$ cat config.mk
export PLATFORM = sky130hd
export DESIGN_NAME = obma_master
export DESIGN_NICKNAME = d
export VERILOG_FILES = /design/src/rtl/obma_pkg.sv /design/src/rtl/obma_arb_sampler.sv /design/src/rtl/obma_master.sv
export VERILOG_INCLUDE_DIRS = /design/src /design/src/rtl
export SDC_FILE = /design/constraint.sdc
export NUM_CORES = 1
export LEC_CHECK = 0
export BUFFER_PORTS_ARGS = -buffer_cell sky130_fd_sc_hd__buf_4
export CAP_MARGIN = 20
export CORE_MARGIN = 2
export CORE_UTILIZATION = 37
export CTS_CLUSTER_SIZE = 25
export DETAILED_ROUTE_END_ITERATION = 10
export GPL_TIMING_DRIVEN = 0
export PLACE_DENSITY = 0.69
export SLEW_MARGIN = 20
export SYNTH_ARGS = -nofsm -noshare
export SYNTH_HDL_FRONTEND = slang
export SYNTH_SLANG_ARGS = --single-unit
$ cat constraint.sdc
create_clock -name clock -period 1.9 [get_ports clock]
set_clock_uncertainty 0.05 [all_clocks]
set_input_delay 0.38 -clock clock [delete_from_list [all_inputs] [get_ports clock]]
set_output_delay 0.38 -clock clock [all_outputs]
set_load 0.005 [all_outputs]
$ cat src/rtl/obma_defs.svh
// constants for the operand bus master and arbitration block
// Behaviour
// - four cycle kinds share one sequence; mem/io and read/write selects differ
// - address phase: grant ack, fetch phase high, address strobe low, controls valid
// - data strobe falls half a period into strobe phase
// - acknowledge sampled each rising edge after data strobe; phase extends until low
// - cycle ends one period after the rising edge seeing acknowledge
// - protect fault or bus error sampled alongside acknowledge ends cycle as error
// - both strobes return high on first rising edge after strobe phase
// - one period later grant ack, controls, address and data float
// - while owning buses for back-to-back cycles, no new request, keep grant ack
// - grant ack released to high impedance, never driven high
// - request asserted at arbitration phase start when cycle needed and not owner
// - grant and busy sampled on falling edges; wait until grant low, busy high
// - grant ack held until release phase of first cycle not keeping buses
// - request, grant, busy and grant ack are all active low
// - address, data and controls driven only while bus master, else floated
// - fetch phase low from execute phase through arbitration phase
`ifndef OBMA_DEFS_SVH
`define OBMA_DEFS_SVH
`define OBMA_ADDR_W 16
`define OBMA_DATA_W 16
`define OBMA_CLK_PERIOD_NS 40
`endif

$ cat src/rtl/obma_pkg.sv
// types for the operand bus master and arbitration block
package obma_pkg;
   typedef enum logic [2:0] {
      OBMA_IDLE, OBMA_ARB, OBMA_ADDR, OBMA_STRB, OBMA_END, OBMA_REL
   } obma_state_t;
   typedef enum logic [1:0] {
      OBMA_MEM_RD, OBMA_MEM_WR, OBMA_IO_RD, OBMA_IO_WR
   } obma_kind_t;
endpackage

$ cat src/rtl/obma_arb_sampler.sv
// falling-edge sampler of grant and busy for arbitration
`timescale 1ns/1ps
`default_nettype none
module obma_arb_sampler (
   // clock and reset
   input wire logic clock,
   input wire logic reset_n,
   // arbitration inputs
   input wire logic bus_grant_in_n,
   input wire logic bus_busy_in_n,
   // result
   output logic won_q
);
   wire win_now = !bus_grant_in_n && bus_busy_in_n;

   always_ff @(negedge clock or negedge reset_n) begin
      if (!reset_n) begin
         won_q <= 1'b0;
      end else begin
         won_q <= win_now;
      end
   end
endmodule
`default_nettype wire

$ cat src/rtl/obma_master.sv
// operand bus master with multi-master arbitration
`timescale 1ns/1ps
`default_nettype none
`include "obma_defs.svh"
module obma_master
   import obma_pkg::*;
(
   // clock and reset
   input wire logic clock,
   input wire logic reset_n,
   // core request side
   input wire logic req_valid,
   input wire logic [1:0] req_kind,
   input wire logic req_operand,
   input wire logic req_more,
   input wire logic [`OBMA_ADDR_W-1:0] req_addr,
   input wire logic [`OBMA_DATA_W-1:0] req_wdata,
   output logic req_ready,
   output logic done_pulse,
   output logic error_pulse,
   output logic [`OBMA_DATA_W-1:0] rdata_q,
   // arbitration
   output logic bus_req_out_n,
   input wire logic bus_grant_in_n,
   input wire logic bus_busy_in_n,
   output logic grant_ack_out_n,
   output logic grant_ack_oe,
   // operand bus controls
   output logic fetch_phase_out,
   output logic addr_strobe_n,
   output logic data_strobe_n,
   output logic rd_wr_n,
   output logic mem_io_n,
   output logic operand_or_instr_sel,
   output logic ctrl_oe,
   output logic [`OBMA_ADDR_W-1:0] addr_out,
   output logic addr_oe,
   input wire logic [`OBMA_DATA_W-1:0] data_in,
   output logic [`OBMA_DATA_W-1:0] data_out,
   output logic data_oe,
   // responder status
   input wire logic xfer_ack_n,
   input wire logic mem_protect_fault_n,
   input wire logic bus_error_in_n
);
   obma_state_t state_q, state_d;
   logic owner_q, ds_q, as_q, fetch_q, drive_q, rd_q, mio_q, opsel_q, req_q;
   logic more_q, done_q, err_q;
   logic [`OBMA_ADDR_W-1:0] addr_q;
   logic [`OBMA_DATA_W-1:0] wdata_q;
   logic won_q;

   obma_arb_sampler u_arb (
      .clock(clock),
      .reset_n(reset_n),
      .bus_grant_in_n(bus_grant_in_n),
      .bus_busy_in_n(bus_busy_in_n),
      .won_q(won_q)
   );

   function automatic logic kind_is_read(input logic [1:0] k);
      return (k == OBMA_MEM_RD) || (k == OBMA_IO_RD);
   endfunction
   function automatic logic kind_is_mem(input logic [1:0] k);
      return (k == OBMA_MEM_RD) || (k == OBMA_MEM_WR);
   endfunction

   wire ack_seen = !xfer_ack_n;
   wire err_seen = !mem_protect_fault_n || !bus_error_in_n;
   wire finish = ack_seen || err_seen;
   wire start = req_valid && (state_q == OBMA_IDLE);

   assign req_ready = (state_q == OBMA_IDLE);

   always_comb begin
      state_d = state_q;
      case (state_q)
         OBMA_IDLE: begin
            if (req_valid) begin
               state_d = owner_q ? OBMA_ADDR : OBMA_ARB;
            end
         end
         OBMA_ARB: begin
            if (won_q) begin
               state_d = OBMA_ADDR;
            end
         end
         OBMA_ADDR: state_d = OBMA_STRB;
         OBMA_STRB: begin
            if (ds_q && finish) begin
               state_d = OBMA_END;
            end
         end
         OBMA_END: state_d = OBMA_REL;
         OBMA_REL: state_d = OBMA_IDLE;
         default: state_d = OBMA_IDLE;
      endcase
   end

   // rising-edge sequencer
   always_ff @(posedge clock or negedge reset_n) begin
      if (!reset_n) begin
         state_q <= OBMA_IDLE;
         req_q <= 1'b0;
         as_q <= 1'b0;
         fetch_q <= 1'b0;
         drive_q <= 1'b0;
         owner_q <= 1'b0;
         more_q <= 1'b0;
         rd_q <= 1'b1;
         mio_q <= 1'b1;
         opsel_q <= 1'b1;
         addr_q <= '0;
         wdata_q <= '0;
         done_q <= 1'b0;
         err_q <= 1'b0;
         rdata_q <= '0;
      end else begin
         state_q <= state_d;
         done_q <= (state_q == OBMA_STRB) && ds_q && ack_seen && !err_seen;
         err_q <= (state_q == OBMA_STRB) && ds_q && err_seen;
         if (start) begin
            rd_q <= kind_is_read(req_kind);
            mio_q <= kind_is_mem(req_kind);
            opsel_q <= req_operand;
            addr_q <= req_addr;
            wdata_q <= req_wdata;
            more_q <= req_more;
         end
         req_q <= (state_d == OBMA_ARB);
         fetch_q <= (state_d == OBMA_ADDR) || (state_d == OBMA_STRB);
         if (state_d == OBMA_ADDR) begin
            as_q <= 1'b1;
            drive_q <= 1'b1;
            owner_q <= 1'b1;
         end
         if (state_q == OBMA_END) begin
            as_q <= 1'b0;
         end
         if (state_q == OBMA_REL) begin
            drive_q <= 1'b0;
            owner_q <= more_q;
         end
         if (state_q == OBMA_STRB && ds_q && finish && rd_q) begin
            rdata_q <= data_in;
         end
      end
   end

   // falling-edge data strobe
   always_ff @(negedge clock or negedge reset_n) begin
      if (!reset_n) begin
         ds_q <= 1'b0;
      end else if (state_q == OBMA_STRB) begin
         ds_q <= 1'b1;
      end else if (state_q == OBMA_END) begin
         ds_q <= ds_q;
      end else begin
         ds_q <= 1'b0;
      end
   end
   assign bus_req_out_n = !req_q;
   assign grant_ack_out_n = 1'b0;
   assign grant_ack_oe = owner_q;
   assign fetch_phase_out = fetch_q;
   assign addr_strobe_n = !as_q;
   // data strobe released with the address strobe on the rising edge
   assign data_strobe_n = !(ds_q && as_q);
   assign rd_wr_n = rd_q;
   assign mem_io_n = mio_q;
   assign operand_or_instr_sel = opsel_q;
   assign ctrl_oe = drive_q;
   assign addr_out = addr_q;
   assign addr_oe = drive_q;
   assign data_out = wdata_q;
   assign data_oe = drive_q && !rd_q;
   assign done_pulse = done_q;
   assign error_pulse = err_q;

   AST_DS_AFTER_AS: assert property (@(posedge clock) disable iff (!reset_n)
      $fell(addr_strobe_n) |=> ##1 !data_strobe_n)
      else $error("data strobe not low one period after address strobe");
   AST_END_ON_ACK: assert property (@(posedge clock) disable iff (!reset_n)
      (state_q == OBMA_STRB && ds_q && !xfer_ack_n) |=> ##1 addr_strobe_n)
      else $error("strobes not released after acknowledge");
   AST_ERR_END: assert property (@(posedge clock) disable iff (!reset_n)
      (state_q == OBMA_STRB && ds_q && err_seen) |=> error_pulse)
      else $error("error input did not end cycle");
   AST_HOLD_WAIT: assert property (@(posedge clock) disable iff (!reset_n)
      (state_q == OBMA_STRB && ds_q && !finish) |=> !addr_strobe_n)
      else $error("strobe phase not extended without acknowledge");
   AST_FLOAT_REL: assert property (@(posedge clock) disable iff (!reset_n)
      (state_q == OBMA_REL) |=> !addr_oe && !ctrl_oe)
      else $error("buses not floated after cycle");
   AST_NO_REQ_OWNER: assert property (@(posedge clock) disable iff (!reset_n)
      grant_ack_oe |-> bus_req_out_n)
      else $error("request while already owning bus");
   AST_DRIVE_OWNER: assert property (@(posedge clock) disable iff (!reset_n)
      addr_oe |-> grant_ack_oe)
      else $error("bus driven without ownership");
   AST_ARB_WAIT: assert property (@(posedge clock) disable iff (!reset_n)
      (state_q == OBMA_ARB && !won_q) |=> addr_strobe_n)
      else $error("address phase before arbitration won");
   AST_FETCH_ADDR: assert property (@(posedge clock) disable iff (!reset_n)
      $fell(addr_strobe_n) |-> fetch_phase_out && !grant_ack_out_n)
      else $error("address phase signals wrong");
   AST_STROBES_RELEASE: assert property (@(posedge clock) disable iff (!reset_n)
      (state_q == OBMA_END) |=> addr_strobe_n && data_strobe_n)
      else $error("strobes not released after cycle end");
   AST_FETCH_LOW_ARB: assert property (@(posedge clock) disable iff (!reset_n)
      (state_q == OBMA_ARB) |-> !fetch_phase_out)
      else $error("fetch phase high during arbitration");
   COV_READ: cover property (@(posedge clock) disable iff (!reset_n)
      done_pulse && rd_wr_n);
   COV_WRITE: cover property (@(posedge clock) disable iff (!reset_n)
      done_pulse && !rd_wr_n);
   COV_ERR: cover property (@(posedge clock) disable iff (!reset_n) error_pulse);
   COV_OWNED_START: cover property (@(posedge clock) disable iff (!reset_n)
      (state_q == OBMA_IDLE) && req_valid && owner_q);
   COV_ARB_WAIT: cover property (@(posedge clock) disable iff (!reset_n)
      (state_q == OBMA_ARB) [*3]);
endmodule
`default_nettype wire

-- Word-level counts from Yosys, hierarchy flattened
Cells that the tools add are included.
Widths: inputs -> output; s select.
- equal/unequal tests: 11
- mux-type cells: 11
- reduce and logical (&&, ||, !) cells: 29
- operators by type and width (operator ; count):
    $pmux 3 s5 ; 1
    $eq 3x2->1 const B ; 4
    $logic_and 1x1->1 ; 11
    $logic_not 1->1 ; 9
    $mux 3 ; 3
    $eq 3x1->1 const B ; 2
    $eq 3x3->1 const B ; 2
    $mux 1 ; 6
    $logic_or 1x1->1 ; 5
    $reduce_bool 2->1 ; 2
    $logic_not 3->1 ; 1
    $eq 2x1->1 const B ; 1
    $eq 2x2->1 const B ; 1
    $logic_not 2->1 ; 1
    $mux 2 ; 1
    $ne 2x2->1 const B ; 1
- register bits: 64
- input bits: 60
- logic and storage cells: 68

-- Logic depth before layout (Yosys ltp)
Gate-level depths: netlist of run 1.
- depth in word-level cells: 9
- mapped depth: 6
- mapped depth without buffers: 3

-- Cells and area by module
Synthesis of run 1 repeated with hierarchy kept, for this count alone.
- cell total of the unflattened synthesis: 176
- area total of the unflattened synthesis: 2610.0 sq um
- modules (own cells, without submodules) (module ; times used ; cells an instance ; area each (sq um)):
    obma_master ; 1 ; 174 ; 2571.2
    obma_arb_sampler ; 1 ; 2 ; 38.8

==> metrics.md, run 1 <==
| Metric | Value |
|---|---|
| Run status | `finished with violations` |
| Violated checks | `negative setup slack` |
| Commonest cells after routing, fill and taps aside | `buf_4, dfrtp_1, mux2_2` |
| Clock root buffer | `clkbuf_8` |
| Grt met2 use | `21.3%` |
| 1st-iter DRT viols | `17` |
| Fin util | `approximately 60%` |
| Chip Height | `slightly below 90 um` |
| N_diodes | `0` |
| Worst-margin pin slew | `just under 0.8 ns` |
| Final Non-Filler Cells | `roughly 390` |
| Final nets | `367` |
| Placer congestion estimate | `between 0.7 and 0.8` |
| Worst-path cell chain | `nand2_2 -> buf_6` |
| Post-DP HPWL | `~3700 um` |
| Worst-skew pair later-pin latency | `0.32 ns` |
| Mean routed wirelength per cell | `between 10 and 15 um` |
| Required time worst endpoint | `1.47 ns` |
| Post-synthesis net count | `around 230` |
| Via/cell ratio | `4.61` |
| Gr ovfl total | `0` |
| CP Launch Type | `flop` |
| Flops & latches, synth | `between 60 and 70` |
| Pre-CTS WS | `-0.400 ns` |
| Area Growth Syn to Fin | `52.9%` |
| Syn Inst Count | `roughly 170` |
| Post-synth top area share | `a little under three fifths` |
| Placed Instances | `~370` |
| Most common cell after layout, fill and taps aside | `buf_4` |
| Largest net degree at the start of global routing | `65` |
| Setup Viol. Count Final | `27` |
| Routed wire length | `between 5000 and 6000 um` |
| Top Usage Layer GRT | `met2` |
| TritonCTS clock tree | `done` |
| Kind of critical path | `flop to primary output` |
| Post-synth EDFFs | `0` |
| Site row count | `30` |
| Starting Density | `38.1%` |
| Grt met3 use | `between 4 and 5%` |
| Clock-pin slew on the worst setup and hold paths | `roughly 0.06 ns` |
| Synth area leader | `dfrtp_1` |
| Slowest CP cell | `dfrtn_1` |
| # IOs | `123` |
| Cts bufs inserted | `9` |
| H-tree Lvls | `3` |
| PortBufs | `between 100 and 150` |
| Vias in the first global route | `roughly 1700` |
| Avg Synthesized Cell Area | `15.4 sq um` |
| Fin worst setup slack | `-0.400 ns` |
| Max clock buf depth | `2` |
| Final hold violation count | `0` |
| CORE AREA | `0.00676 sq mm` |
| Tot GR Track Use | `between 10% and 20%` |
| Largest stage delay on the critical path | `about 0.43 ns` |
| RSZ-0062 raised after global routing | `yes` |
| Slew headroom | `between 40% and 50%` |
| Post-synthesis sequential area ratio | `between 60% and 70%` |
| DIE WIDTH | `between 80 and 90 um` |
| Post-synth top flop | `dfrtp_1` |
| Yosys cell types | `34` |
| Leakage power | `1.99 nW` |
| Post-CTS Hold Buffers | `0` |
| Remaining DRCs | `0` |
| First-pass GRT wire length | `7910 um` |
| Hold_ws | `between 0.08 and 0.09 ns` |
| Vias | `about 1800` |
| Fraction of registers with async set or reset after synthesis | `100%` |
| Main area contributors after synthesis | `dfrtp_1, mux2_2, mux2_4` |
| Maximum VDD drop | `roughly 0.0007 V` |
| Die Footprint | `between 0.007 and 0.008 sq mm` |
| Max Slew Vio Count | `0` |
| Clock sink count | `64` |
| Synth warnings | `0` |
| Fill cells | `600` |
| Synth Cell Area | `approximately 0.0026 sq mm` |
| Layout cells sized above 1 | `between 60% and 70%` |
| Crit. End Element | `primary output` |
| First-pass DRT Iterations | `2` |
| Max FO, Critical Path | `2` |
| Tot Pwr | `6.23 mW` |
| Max-Cap Viols | `0` |
| Initial antenna violation count | `0` |
| ANT nets after route | `0` |
| M1 GR Usage | `16.7%` |
| Pwr Density | `1580 mW/mm^2` |
| Hold Crit Class | `input pin to asynchronous set/reset pin` |
| Worst endpoint data arrival time | `roughly 1.9 ns` |
## stage by stage
| step | TNS (ns) | cell area [sq um] |
|---|---|---|
| floorplan | -4.39 | 2600 |
| global placement | -6.55 | 3610 |
| detailed placement | -6.54 | 3610 |
| CTS | -7.77 | 3860 |
| global route | -7.83 | 3940 |
| finish | -6.53 | 3940 |
## what timing repair did
item                                   4_1_cts  5_1_grt
resized for setup                           10       11
buffers inserted                             5        5
endpoints found under the hold margin        0        0
setup endpoints to repair                   24       49
pin swaps                                    2        3
cloned                                       1        0
## worst paths after layout
| path | start | end | slack, ns | cells past startpoint |
|---|---|---|---|---|
| max reg2reg | ds_q$_DFFE_NN0P_ | rdata_q[5]$_DFFE_PN0P_ | -0.35 | 4 |
| max in group asynchronous | reset_n | ds_q$_DFFE_NN0P_ | 0.32 | 1 |
| min in group clock | xfer_ack_n | done_pulse$_DFF_PN0_ | 0.17 | 2 |
| min reg2reg | mem_io_n$_DFFE_PN1P_ | mem_io_n$_DFFE_PN1P_ | 0.44 | 2 |
| max | ds_q$_DFFE_NN0P_ | data_strobe_n | -0.40 | 2 |
| min | reset_n | data_out[8]$_DFFE_PN0P_ | 0.09 | 1 |
## cell type report
type                       count  area (sq um)  area share [%]
sequential                    64          1610            40.8
multi-input combinational     90           935            23.7
buffer                         8          80.1            2.03
inverter                       2          7.51           0.190
tap                           80           100            2.54
clock buffer                  12           135            3.43
timing repair buffer         132          1030            26.2
clock inverter                 4          45.0            1.14
## power breakdown
part           internal, mW  switching (mW)  total [mW]
clock                 0.601           0.469        1.07
combinational          1.85           0.897        2.75
sequential             2.04           0.364        2.41
## registers in the layout, indices dropped and copies added (netlist names)
| signal | cells |
|---|---|
| addr_out | 16 |
| data_out | 16 |
| rdata_q | 16 |
| state_q | 3 |
| addr_oe | 1 |
| as_q | 1 |
| done_pulse | 1 |
| ds_q | 1 |
| error_pulse | 1 |
| fetch_phase_out | 1 |
| grant_ack_oe | 1 |
| mem_io_n | 1 |
| more_q | 1 |
| operand_or_instr_sel | 1 |
| rd_wr_n | 1 |
| req_q | 1 |
| u_arb.won_q | 1 |
## metal layers
metal  vias to the layer above  routed length (um)
li1                        860                   -
met1                       869                2240
met2                        72                2580
met3                         8                 417
met4                         0                  64
met5                         -                   0
## worst max-delay path: cells and delay by family (launching register included)
kind                   cells  cell delay [ns]
DFF                        1             0.43
and+or+nand+nor            1             0.06
buffers and inverters      1             0.11
## synthesized netlist by cell type, types with 2 or more instances
cell	n
a211o_1	2
a21oi_1	2
buf_2	3
buf_4	2
buf_6	4
dfrtn_1	2
dfrtp_1	59
dfstp_2	3
inv_1	2
mux2_2	34
mux2_4	16
nand2_1	9
nand3b_1	3
nor2b_1	2
nor3_1	2
o21a_1	2
o21ai_0	2
o21bai_1	2
## kinds of logic (layout without fill, tap and decap cells)
logic type      count (synthesis)  count (layout)  share of synthesized area, %
mux                            51              51                          24.6
compound gates                 15              15                          4.22
buf+inv                        13             158                          3.54
other cells                     1               1                         0.145
flops                          64              64                          62.3
simple gates                   23              23                          5.24
(Power assumes the default switching activity.)
==> inputs of run 2 (changes only) <==
PLACE_DENSITY = 0.81   (was 0.69)
==> run 2 against run 1 <==
The flow still finishes with violations (negative setup slack); via count is 1.7% higher; routed wire length is 7.9% higher; largest cell class unchanged; global-route usage is 1.7 points higher; worst hold slack better by 0.0051 ns; critical path type unchanged; critical endpoint unchanged; cell count is 1.8% higher; total power is 3.8% higher; critical path depth stayed put; clock-buffer cell count is 1 higher.
==> metrics.md, run 2 (same netlist as run 1, synthesis figures left out) <==
| Metric | Value |
|---|---|
| Run status | `finished with violations (unchanged)` |
| Violated checks | `negative setup slack (unchanged)` |
| Post-DP HPWL | `4040 um (was 3740 um)` |
| Grt met3 use | `3.89% (was 4.08%)` |
| Cts bufs inserted | `9 (unchanged)` |
| Hold Crit Class | `input pin to asynchronous set/reset pin (unchanged)` |
| Worst reg2reg path depth | `4 (unchanged)` |
| Die Footprint | `0.00765 sq mm (unchanged)` |
| Final nets | `374 (was 367)` |
| Gate power share | `45.2% (was 44.1%)` |
| Seq pwr share | `37.5% (was 38.7%)` |
| N_diodes | `0 (unchanged)` |
| Fin util | `60.5% (was 58.3%)` |
| Site row count | `30 (unchanged)` |
| Most common cell after layout, fill and taps aside | `buf_4 (unchanged)` |
| TritonCTS clock tree | `done (unchanged)` |
| Max Slew Vio Count | `0 (unchanged)` |
| Placed cell area | `0.00361 sq mm (unchanged)` |
| Hold_ws | `0.0908 ns (was 0.0857 ns)` |
| Worst-margin pin slew | `0.798 ns (was 0.787 ns)` |
| Worst-skew pair later-pin latency | `0.32 ns (about the same)` |
| Clock share of power | `17.3% (was 17.2%)` |
| Clock root buffer | `clkbuf_8 (unchanged)` |
| Starting Density | `38.1% (unchanged)` |
| CP Launch Type | `flop (unchanged)` |
| Vias | `1840 (was 1809)` |
| Clock-pin slew on the worst setup and hold paths | `0.07 ns (was 0.06 ns)` |
| Slowest CP cell | `dfrtn_1 (unchanged)` |
| Leakage power | `2.07 nW (was 1.99 nW)` |
| H-tree Lvls | `3 (unchanged)` |
| Max clock buf depth | `2 (unchanged)` |
| Initial antenna violation count | `0 (unchanged)` |
| Fill cells | `555 (was 600)` |
| PortBufs | `121 (unchanged)` |
| Final Non-Filler Cells | `399 (was 392)` |
| CORE AREA | `0.00676 sq mm (unchanged)` |
| Largest net degree at the start of global routing | `65 (unchanged)` |
| Largest stage delay on the critical path | `0.44 ns (was 0.43 ns)` |
| Maximum VDD drop | `0.000624 V (was 0.000689 V)` |
| Pre-CTS WS | `-0.418 ns (was -0.400 ns)` |
| DIE WIDTH | `87.5 um (unchanged)` |
| Chip Height | `87.5 um (unchanged)` |
| Worst-path cell chain | `nand2_1 -> buf_6 (was nand2_2 -> buf_6)` |
| Sw Pwr | `1.80 mW (was 1.73 mW)` |
| Reg-to-reg endpoint | `rdata_q[10]$_DFFE_PN0P_ (was rdata_q[5]$_DFFE_PN0P_)` |
| Clock sink count | `64 (unchanged)` |
| M1 GR Usage | `17.8% (was 16.7%)` |
| First-pass GRT wire length | `8880 um (was 7910 um)` |
| Setup Viol. Count Final | `27 (unchanged)` |
| Gr ovfl total | `0 (unchanged)` |
| Critical path endpoint | `data_strobe_n (unchanged)` |
| Post-CTS Hold Buffers | `0 (unchanged)` |
| FF-to-FF Start | `ds_q$_DFFE_NN0P_ (unchanged)` |
| Layout cells sized above 1 | `70.5% (was 69.9%)` |
| Vias in the first global route | `1886 (was 1738)` |
| Max FO, Critical Path | `3 (was 2)` |
| ANT nets after route | `0 (unchanged)` |
| Remaining DRCs | `0 (unchanged)` |
| First-pass DRT Iterations | `4 (was 2)` |
| Area Growth Syn to Fin | `58.5% (was 52.9%)` |
| # IOs | `123 (unchanged)` |
| Flop2flop setup slack | `-0.41 ns (was -0.35 ns)` |
| CP startpoint | `ds_q$_DFFE_NN0P_ (unchanged)` |
| Placed Instances | `368 (unchanged)` |
| Top Usage Layer GRT | `met2 (unchanged)` |
| Crit. End Element | `primary output (unchanged)` |
| Fin worst setup slack | `-0.433 ns (was -0.400 ns)` |
| Grt met2 use | `25.6% (was 21.3%)` |
| Final hold violation count | `0 (unchanged)` |
| RSZ-0062 raised after global routing | `yes (unchanged)` |
| Max-Cap Viols | `0 (unchanged)` |
| Pwr Density | `1580 mW/mm^2 (about the same)` |
| Tot GR Track Use | `15.1% (was 13.4%)` |
| Via/cell ratio | `4.61 (about the same)` |
| 1st-iter DRT viols | `25 (was 17)` |
| Mean routed wirelength per cell | `14.3 um (was 13.5 um)` |
| Cell-internal power | `4.66 mW (was 4.50 mW)` |
| Required time worst endpoint | `1.47 ns (about the same)` |
| Worst endpoint data arrival time | `1.90 ns (was 1.87 ns)` |
| Net Sw Frac | `27.9% (was 27.8%)` |
| Routed wire length | `5720 um (was 5300 um)` |
| Kind of critical path | `flop to primary output (unchanged)` |
| Commonest cells after routing, fill and taps aside | `buf_4, dfrtp_1, mux2_2 (unchanged)` |
| Final Instance Area | `0.00409 sq mm (was 0.00394 sq mm)` |
| Placer congestion estimate | `0.708 (was 0.733)` |
| Slew headroom | `46.8% (was 47.6%)` |
-- run 2: changes by cell type in the layout (fill, tap and decap cells not counted), sizes merged --
cell,before,now
buf,139,143
clkbuf,13,17
clkinv,3,1
clkinvlp,0,1
-- run 2: metrics by stage --
step	total power, mW	setup TNS [ns]
2_1_floorplan	3.68	-4.39
3_3_place_gp	4.93	-6.32
3_5_place_dp	5.04	-6.72
4_1_cts	6.34	-8.13
5_1_grt	6.90	-8.56
6_report	6.46	-7.11
-- run 2: what timing repair did --
item                                    CTS  global route
endpoints found under the setup margin   24            43
cloned                                    1             3
hold endpoints to repair                  0             0
resized for setup                        13            15
pin swaps                                 2             3
buffers inserted                          8             6
-- run 2: layer usage --
layer  part of all wire (%)  vias to the layer above
li1                       -                      875
met4                   0.80                        0
met1                     41                      889
met3                    6.8                        5
met2                     52                       71
met5                      0                        -
-- run 2: cell type report --
class	instances	area (sq um)	area share [%]
sequential	64	1610	39.3
inverter	2	7.51	0.184
timing repair buffer	139	1150	28.1
tap	80	100	2.45
buffer	8	100	2.45
multi-input combinational	90	931	22.8
clock buffer	13	149	3.64
clock inverter	3	42.5	1.04
-- run 2: worst min path at each step --
stage	slack, ns	start	endpoint
global route	0.14	reset_n	rdata_q[13]$_DFFE_PN0P_
global placement	0.42	mem_io_n$_DFFE_PN1P_	mem_io_n$_DFFE_PN1P_
floorplan	0.03	reset_n	addr_oe$_DFFE_PN0P_
CTS	0.11	reset_n	rdata_q[7]$_DFFE_PN0P_
detailed placement	0.44	mem_io_n$_DFFE_PN1P_	mem_io_n$_DFFE_PN1P_
finish	0.09	reset_n	rdata_q[13]$_DFFE_PN0P_
-- run 2: power by group through the flow --
| stage | sequential, mW | combinational, mW | clock (mW) |
|---|---|---|---|
| after global routing | 2.51 | 3.16 | 1.23 |
| after floorplan | 2.43 | 1.25 | 0 |
| after global placement | 2.40 | 2.53 | 0 |
| after detailed placement | 2.43 | 2.61 | 0 |
| after CTS | 2.42 | 2.75 | 1.17 |
| final | 2.42 | 2.92 | 1.12 |
-- run 2: worst max-delay path, delay by kind of cell, from the launching register on --
family	cells	cell delay, ns
flops	1	0.44
buf+inv	1	0.12
simple gates	1	0.08
==> inputs of run 3 (changes only) <==
CELL_PAD_IN_SITES_DETAIL_PLACEMENT = 1   (was default)
CELL_PAD_IN_SITES_GLOBAL_PLACEMENT = 1   (was default)
CORE_UTILIZATION = 32   (was 37)
PLACE_DENSITY = default   (was 0.81)
PLACE_DENSITY_LB_ADDON = 0.12   (was default)
==> run 3 against run 2 <==
The flow still finishes with violations (negative setup slack); cell count increased by 4.8%; via count grew 1.4%; worst setup slack improved by 0.042 ns; die area rose by 15%; routed wire length up 5.0%; clock-buffer cell count is the same; flip-flop and latch count unchanged; critical path depth did not move; utilization fell by 8.5 points; critical endpoint unchanged.
==> metrics.md, run 3 (same netlist as run 1, synthesis figures left out) <==
| Metric | Value |
|---|---|
| Violated checks | `negative setup slack (unchanged)` |
| Crit. End Element | `primary output (unchanged)` |
| Area Growth Syn to Fin | `56.7% (was 58.5%)` |
| Gate power share | `44.5% (was 45.2%)` |
| Max Slew Vio Count | `0 (unchanged)` |
| Tot GR Track Use | `13.7% (was 15.1%)` |
| Max FO, Critical Path | `2 (was 3)` |
| FF+latch area | `0.00161 sq mm (unchanged)` |
| Starting Density | `33.2% (was 38.1%)` |
| Vias in the first global route | `1957 (was 1886)` |
| PortBufs | `121 (unchanged)` |
| Setup Viol. Count Final | `26 (was 27)` |
| Fill cells | `848 (was 555)` |
| RSZ-0062 raised after global routing | `yes (unchanged)` |
| Leakage power | `2.02 nW (was 2.07 nW)` |
| Placed Instances | `390 (was 368)` |
| Hold Crit Class | `input pin to asynchronous set/reset pin (unchanged)` |
| Initial antenna violation count | `0 (unchanged)` |
| Remaining DRCs | `0 (unchanged)` |
| Final nets | `371 (was 374)` |
| Vias | `1865 (was 1840)` |
| DIE WIDTH | `93.7 um (was 87.5 um)` |
| Clock share of power | `17.9% (was 17.3%)` |
| Mean routed wirelength per cell | `14.4 um (was 14.3 um)` |
| Chip Height | `93.7 um (was 87.5 um)` |
| Max-Cap Viols | `0 (unchanged)` |
| Worst-margin pin slew | `0.789 ns (was 0.798 ns)` |
| Required time worst endpoint | `1.47 ns (about the same)` |
| CORE AREA | `0.00777 sq mm (was 0.00676 sq mm)` |
| Maximum VDD drop | `0.000564 V (was 0.000624 V)` |
| Clock root buffer | `clkbuf_8 (unchanged)` |
| Final Non-Filler Cells | `418 (was 399)` |
| Placed cell area | `0.00364 sq mm (was 0.00361 sq mm)` |
| # IOs | `123 (unchanged)` |
| Clock sink count | `64 (unchanged)` |
| Worst-skew pair later-pin latency | `0.33 ns (was 0.32 ns)` |
| H-tree Lvls | `3 (unchanged)` |
| Die Footprint | `0.00879 sq mm (was 0.00765 sq mm)` |
| Routed wire length | `6010 um (was 5720 um)` |
| Fin util | `52.0% (was 60.5%)` |
| Post-DP HPWL | `4260 um (was 4040 um)` |
| Via/cell ratio | `4.46 (was 4.61)` |
| Area occupied by multi-input gates | `931 sq um (unchanged)` |
| Clock-pin slew on the worst setup and hold paths | `0.07 ns (about the same)` |
| Most common cell after layout, fill and taps aside | `buf_4 (unchanged)` |
| First-pass DRT Iterations | `3 (was 4)` |
| Commonest cells after routing, fill and taps aside | `buf_4, dfrtp_1, mux2_2 (unchanged)` |
| Post-CTS Hold Buffers | `0 (unchanged)` |
| Net Sw Frac | `28.2% (was 27.9%)` |
| Cell-internal power | `4.58 mW (was 4.66 mW)` |
| 1st-iter DRT viols | `29 (was 25)` |
| Placer congestion estimate | `0.681 (was 0.708)` |
| Run status | `finished with violations (unchanged)` |
| Largest net degree at the start of global routing | `65 (unchanged)` |
| ANT nets after route | `0 (unchanged)` |
| Worst endpoint data arrival time | `1.86 ns (was 1.90 ns)` |
| Final hold violation count | `0 (unchanged)` |
| Pre-CTS WS | `-0.419 ns (was -0.418 ns)` |
| N_diodes | `0 (unchanged)` |
| TritonCTS clock tree | `done (unchanged)` |
| Tot Pwr | `6.38 mW (was 6.46 mW)` |
| Cts bufs inserted | `9 (unchanged)` |
| Gr ovfl total | `0 (unchanged)` |
| CP Launch Type | `flop (unchanged)` |
| Fin worst setup slack | `-0.391 ns (was -0.433 ns)` |
| Worst-path cell chain | `nand2_1 -> buf_6 (unchanged)` |
| Largest stage delay on the critical path | `0.41 ns (was 0.44 ns)` |
| Layout cells sized above 1 | `70.3% (was 70.5%)` |
| Max clock buf depth | `2 (unchanged)` |
| Slowest CP cell | `dfrtn_1 (unchanged)` |
| Kind of critical path | `flop to primary output (unchanged)` |
| Final Instance Area | `0.00404 sq mm (was 0.00409 sq mm)` |
| Pwr Density | `1580 mW/mm^2 (about the same)` |
| First-pass GRT wire length | `9270 um (was 8880 um)` |
| Slew headroom | `47.4% (was 46.8%)` |
| Site row count | `32 (was 30)` |
| Seq pwr share | `37.6% (was 37.5%)` |
| Sw Pwr | `1.80 mW (about the same)` |
## run 3: stage by stage
step	hold slack [ns]	TNS, ns
4_1_cts	0.113	-7.08
3_3_place_gp	0.419	-7.02
2_1_floorplan	0.0344	-4.39
5_1_grt	0.150	-7.21
3_5_place_dp	0.432	-7.02
6_report	0.0905	-5.86
## run 3: timing repair
action | 4_1_cts | 5_1_grt
resized for setup | 13 | 15
pin swaps | 2 | 3
setup buffers | 10 | 3
setup endpoints to repair | 24 | 45
cloned | 1 | 1
## run 3: path summary, 6_finish.rpt
path                                      startpoint                       end  slack, ns  cells after the start
worst max register to register      ds_q$_DFFE_NN0P_   rdata_q[11]$_DFFE_PN0P_      -0.32                      4
worst min register to register  mem_io_n$_DFFE_PN1P_      mem_io_n$_DFFE_PN1P_       0.44                      2
worst min-delay path                         reset_n  addr_out[11]$_DFFE_PN0P_       0.09                      1
min in group clock                       req_kind[0]       rd_wr_n$_DFFE_PN1P_       0.15                      2
max in group asynchronous                    reset_n          ds_q$_DFFE_NN0P_       0.33                      1
worst max-delay path                ds_q$_DFFE_NN0P_             data_strobe_n      -0.39                      2
## run 3: metal layers
metal / GRT usage, % / share of wire, % / up-vias
met5: 0 / 0 / -
met1: 16.1 / 40 / 910
met3: 4.09 / 8.1 / 11
met4: 7.25 / 2.0 / 0
met2: 22.6 / 50 / 75
li1: - / - / 869
## run 3: final cells by class
| cell class | count | share of cell area (%) |
|---|---|---|
| well taps | 102 | 3.16 |
| multi-input cells | 90 | 23.1 |
| clock inverters | 3 | 1.05 |
| flip-flops and latches | 64 | 39.8 |
| clock buffers | 13 | 3.69 |
| inverters | 2 | 0.186 |
| plain buffers | 8 | 2.54 |
| repair buffers | 136 | 26.5 |
## run 3: critical path: cells and delay by family (launching register included)
family | cells | cell delay (ns)
simple gates | 1 | 0.07
buf+inv | 1 | 0.12
flops | 1 | 0.41
## run 3: power groups by stage
stage / clock network [mW] / registers [mW] / logic (mW)
final: 1.14 / 2.40 / 2.84
after global routing: 1.24 / 2.48 / 3.08
after CTS: 1.18 / 2.41 / 2.77
after detailed placement: 0 / 2.42 / 2.62
after global placement: 0 / 2.40 / 2.58
after floorplan: 0 / 2.43 / 1.25
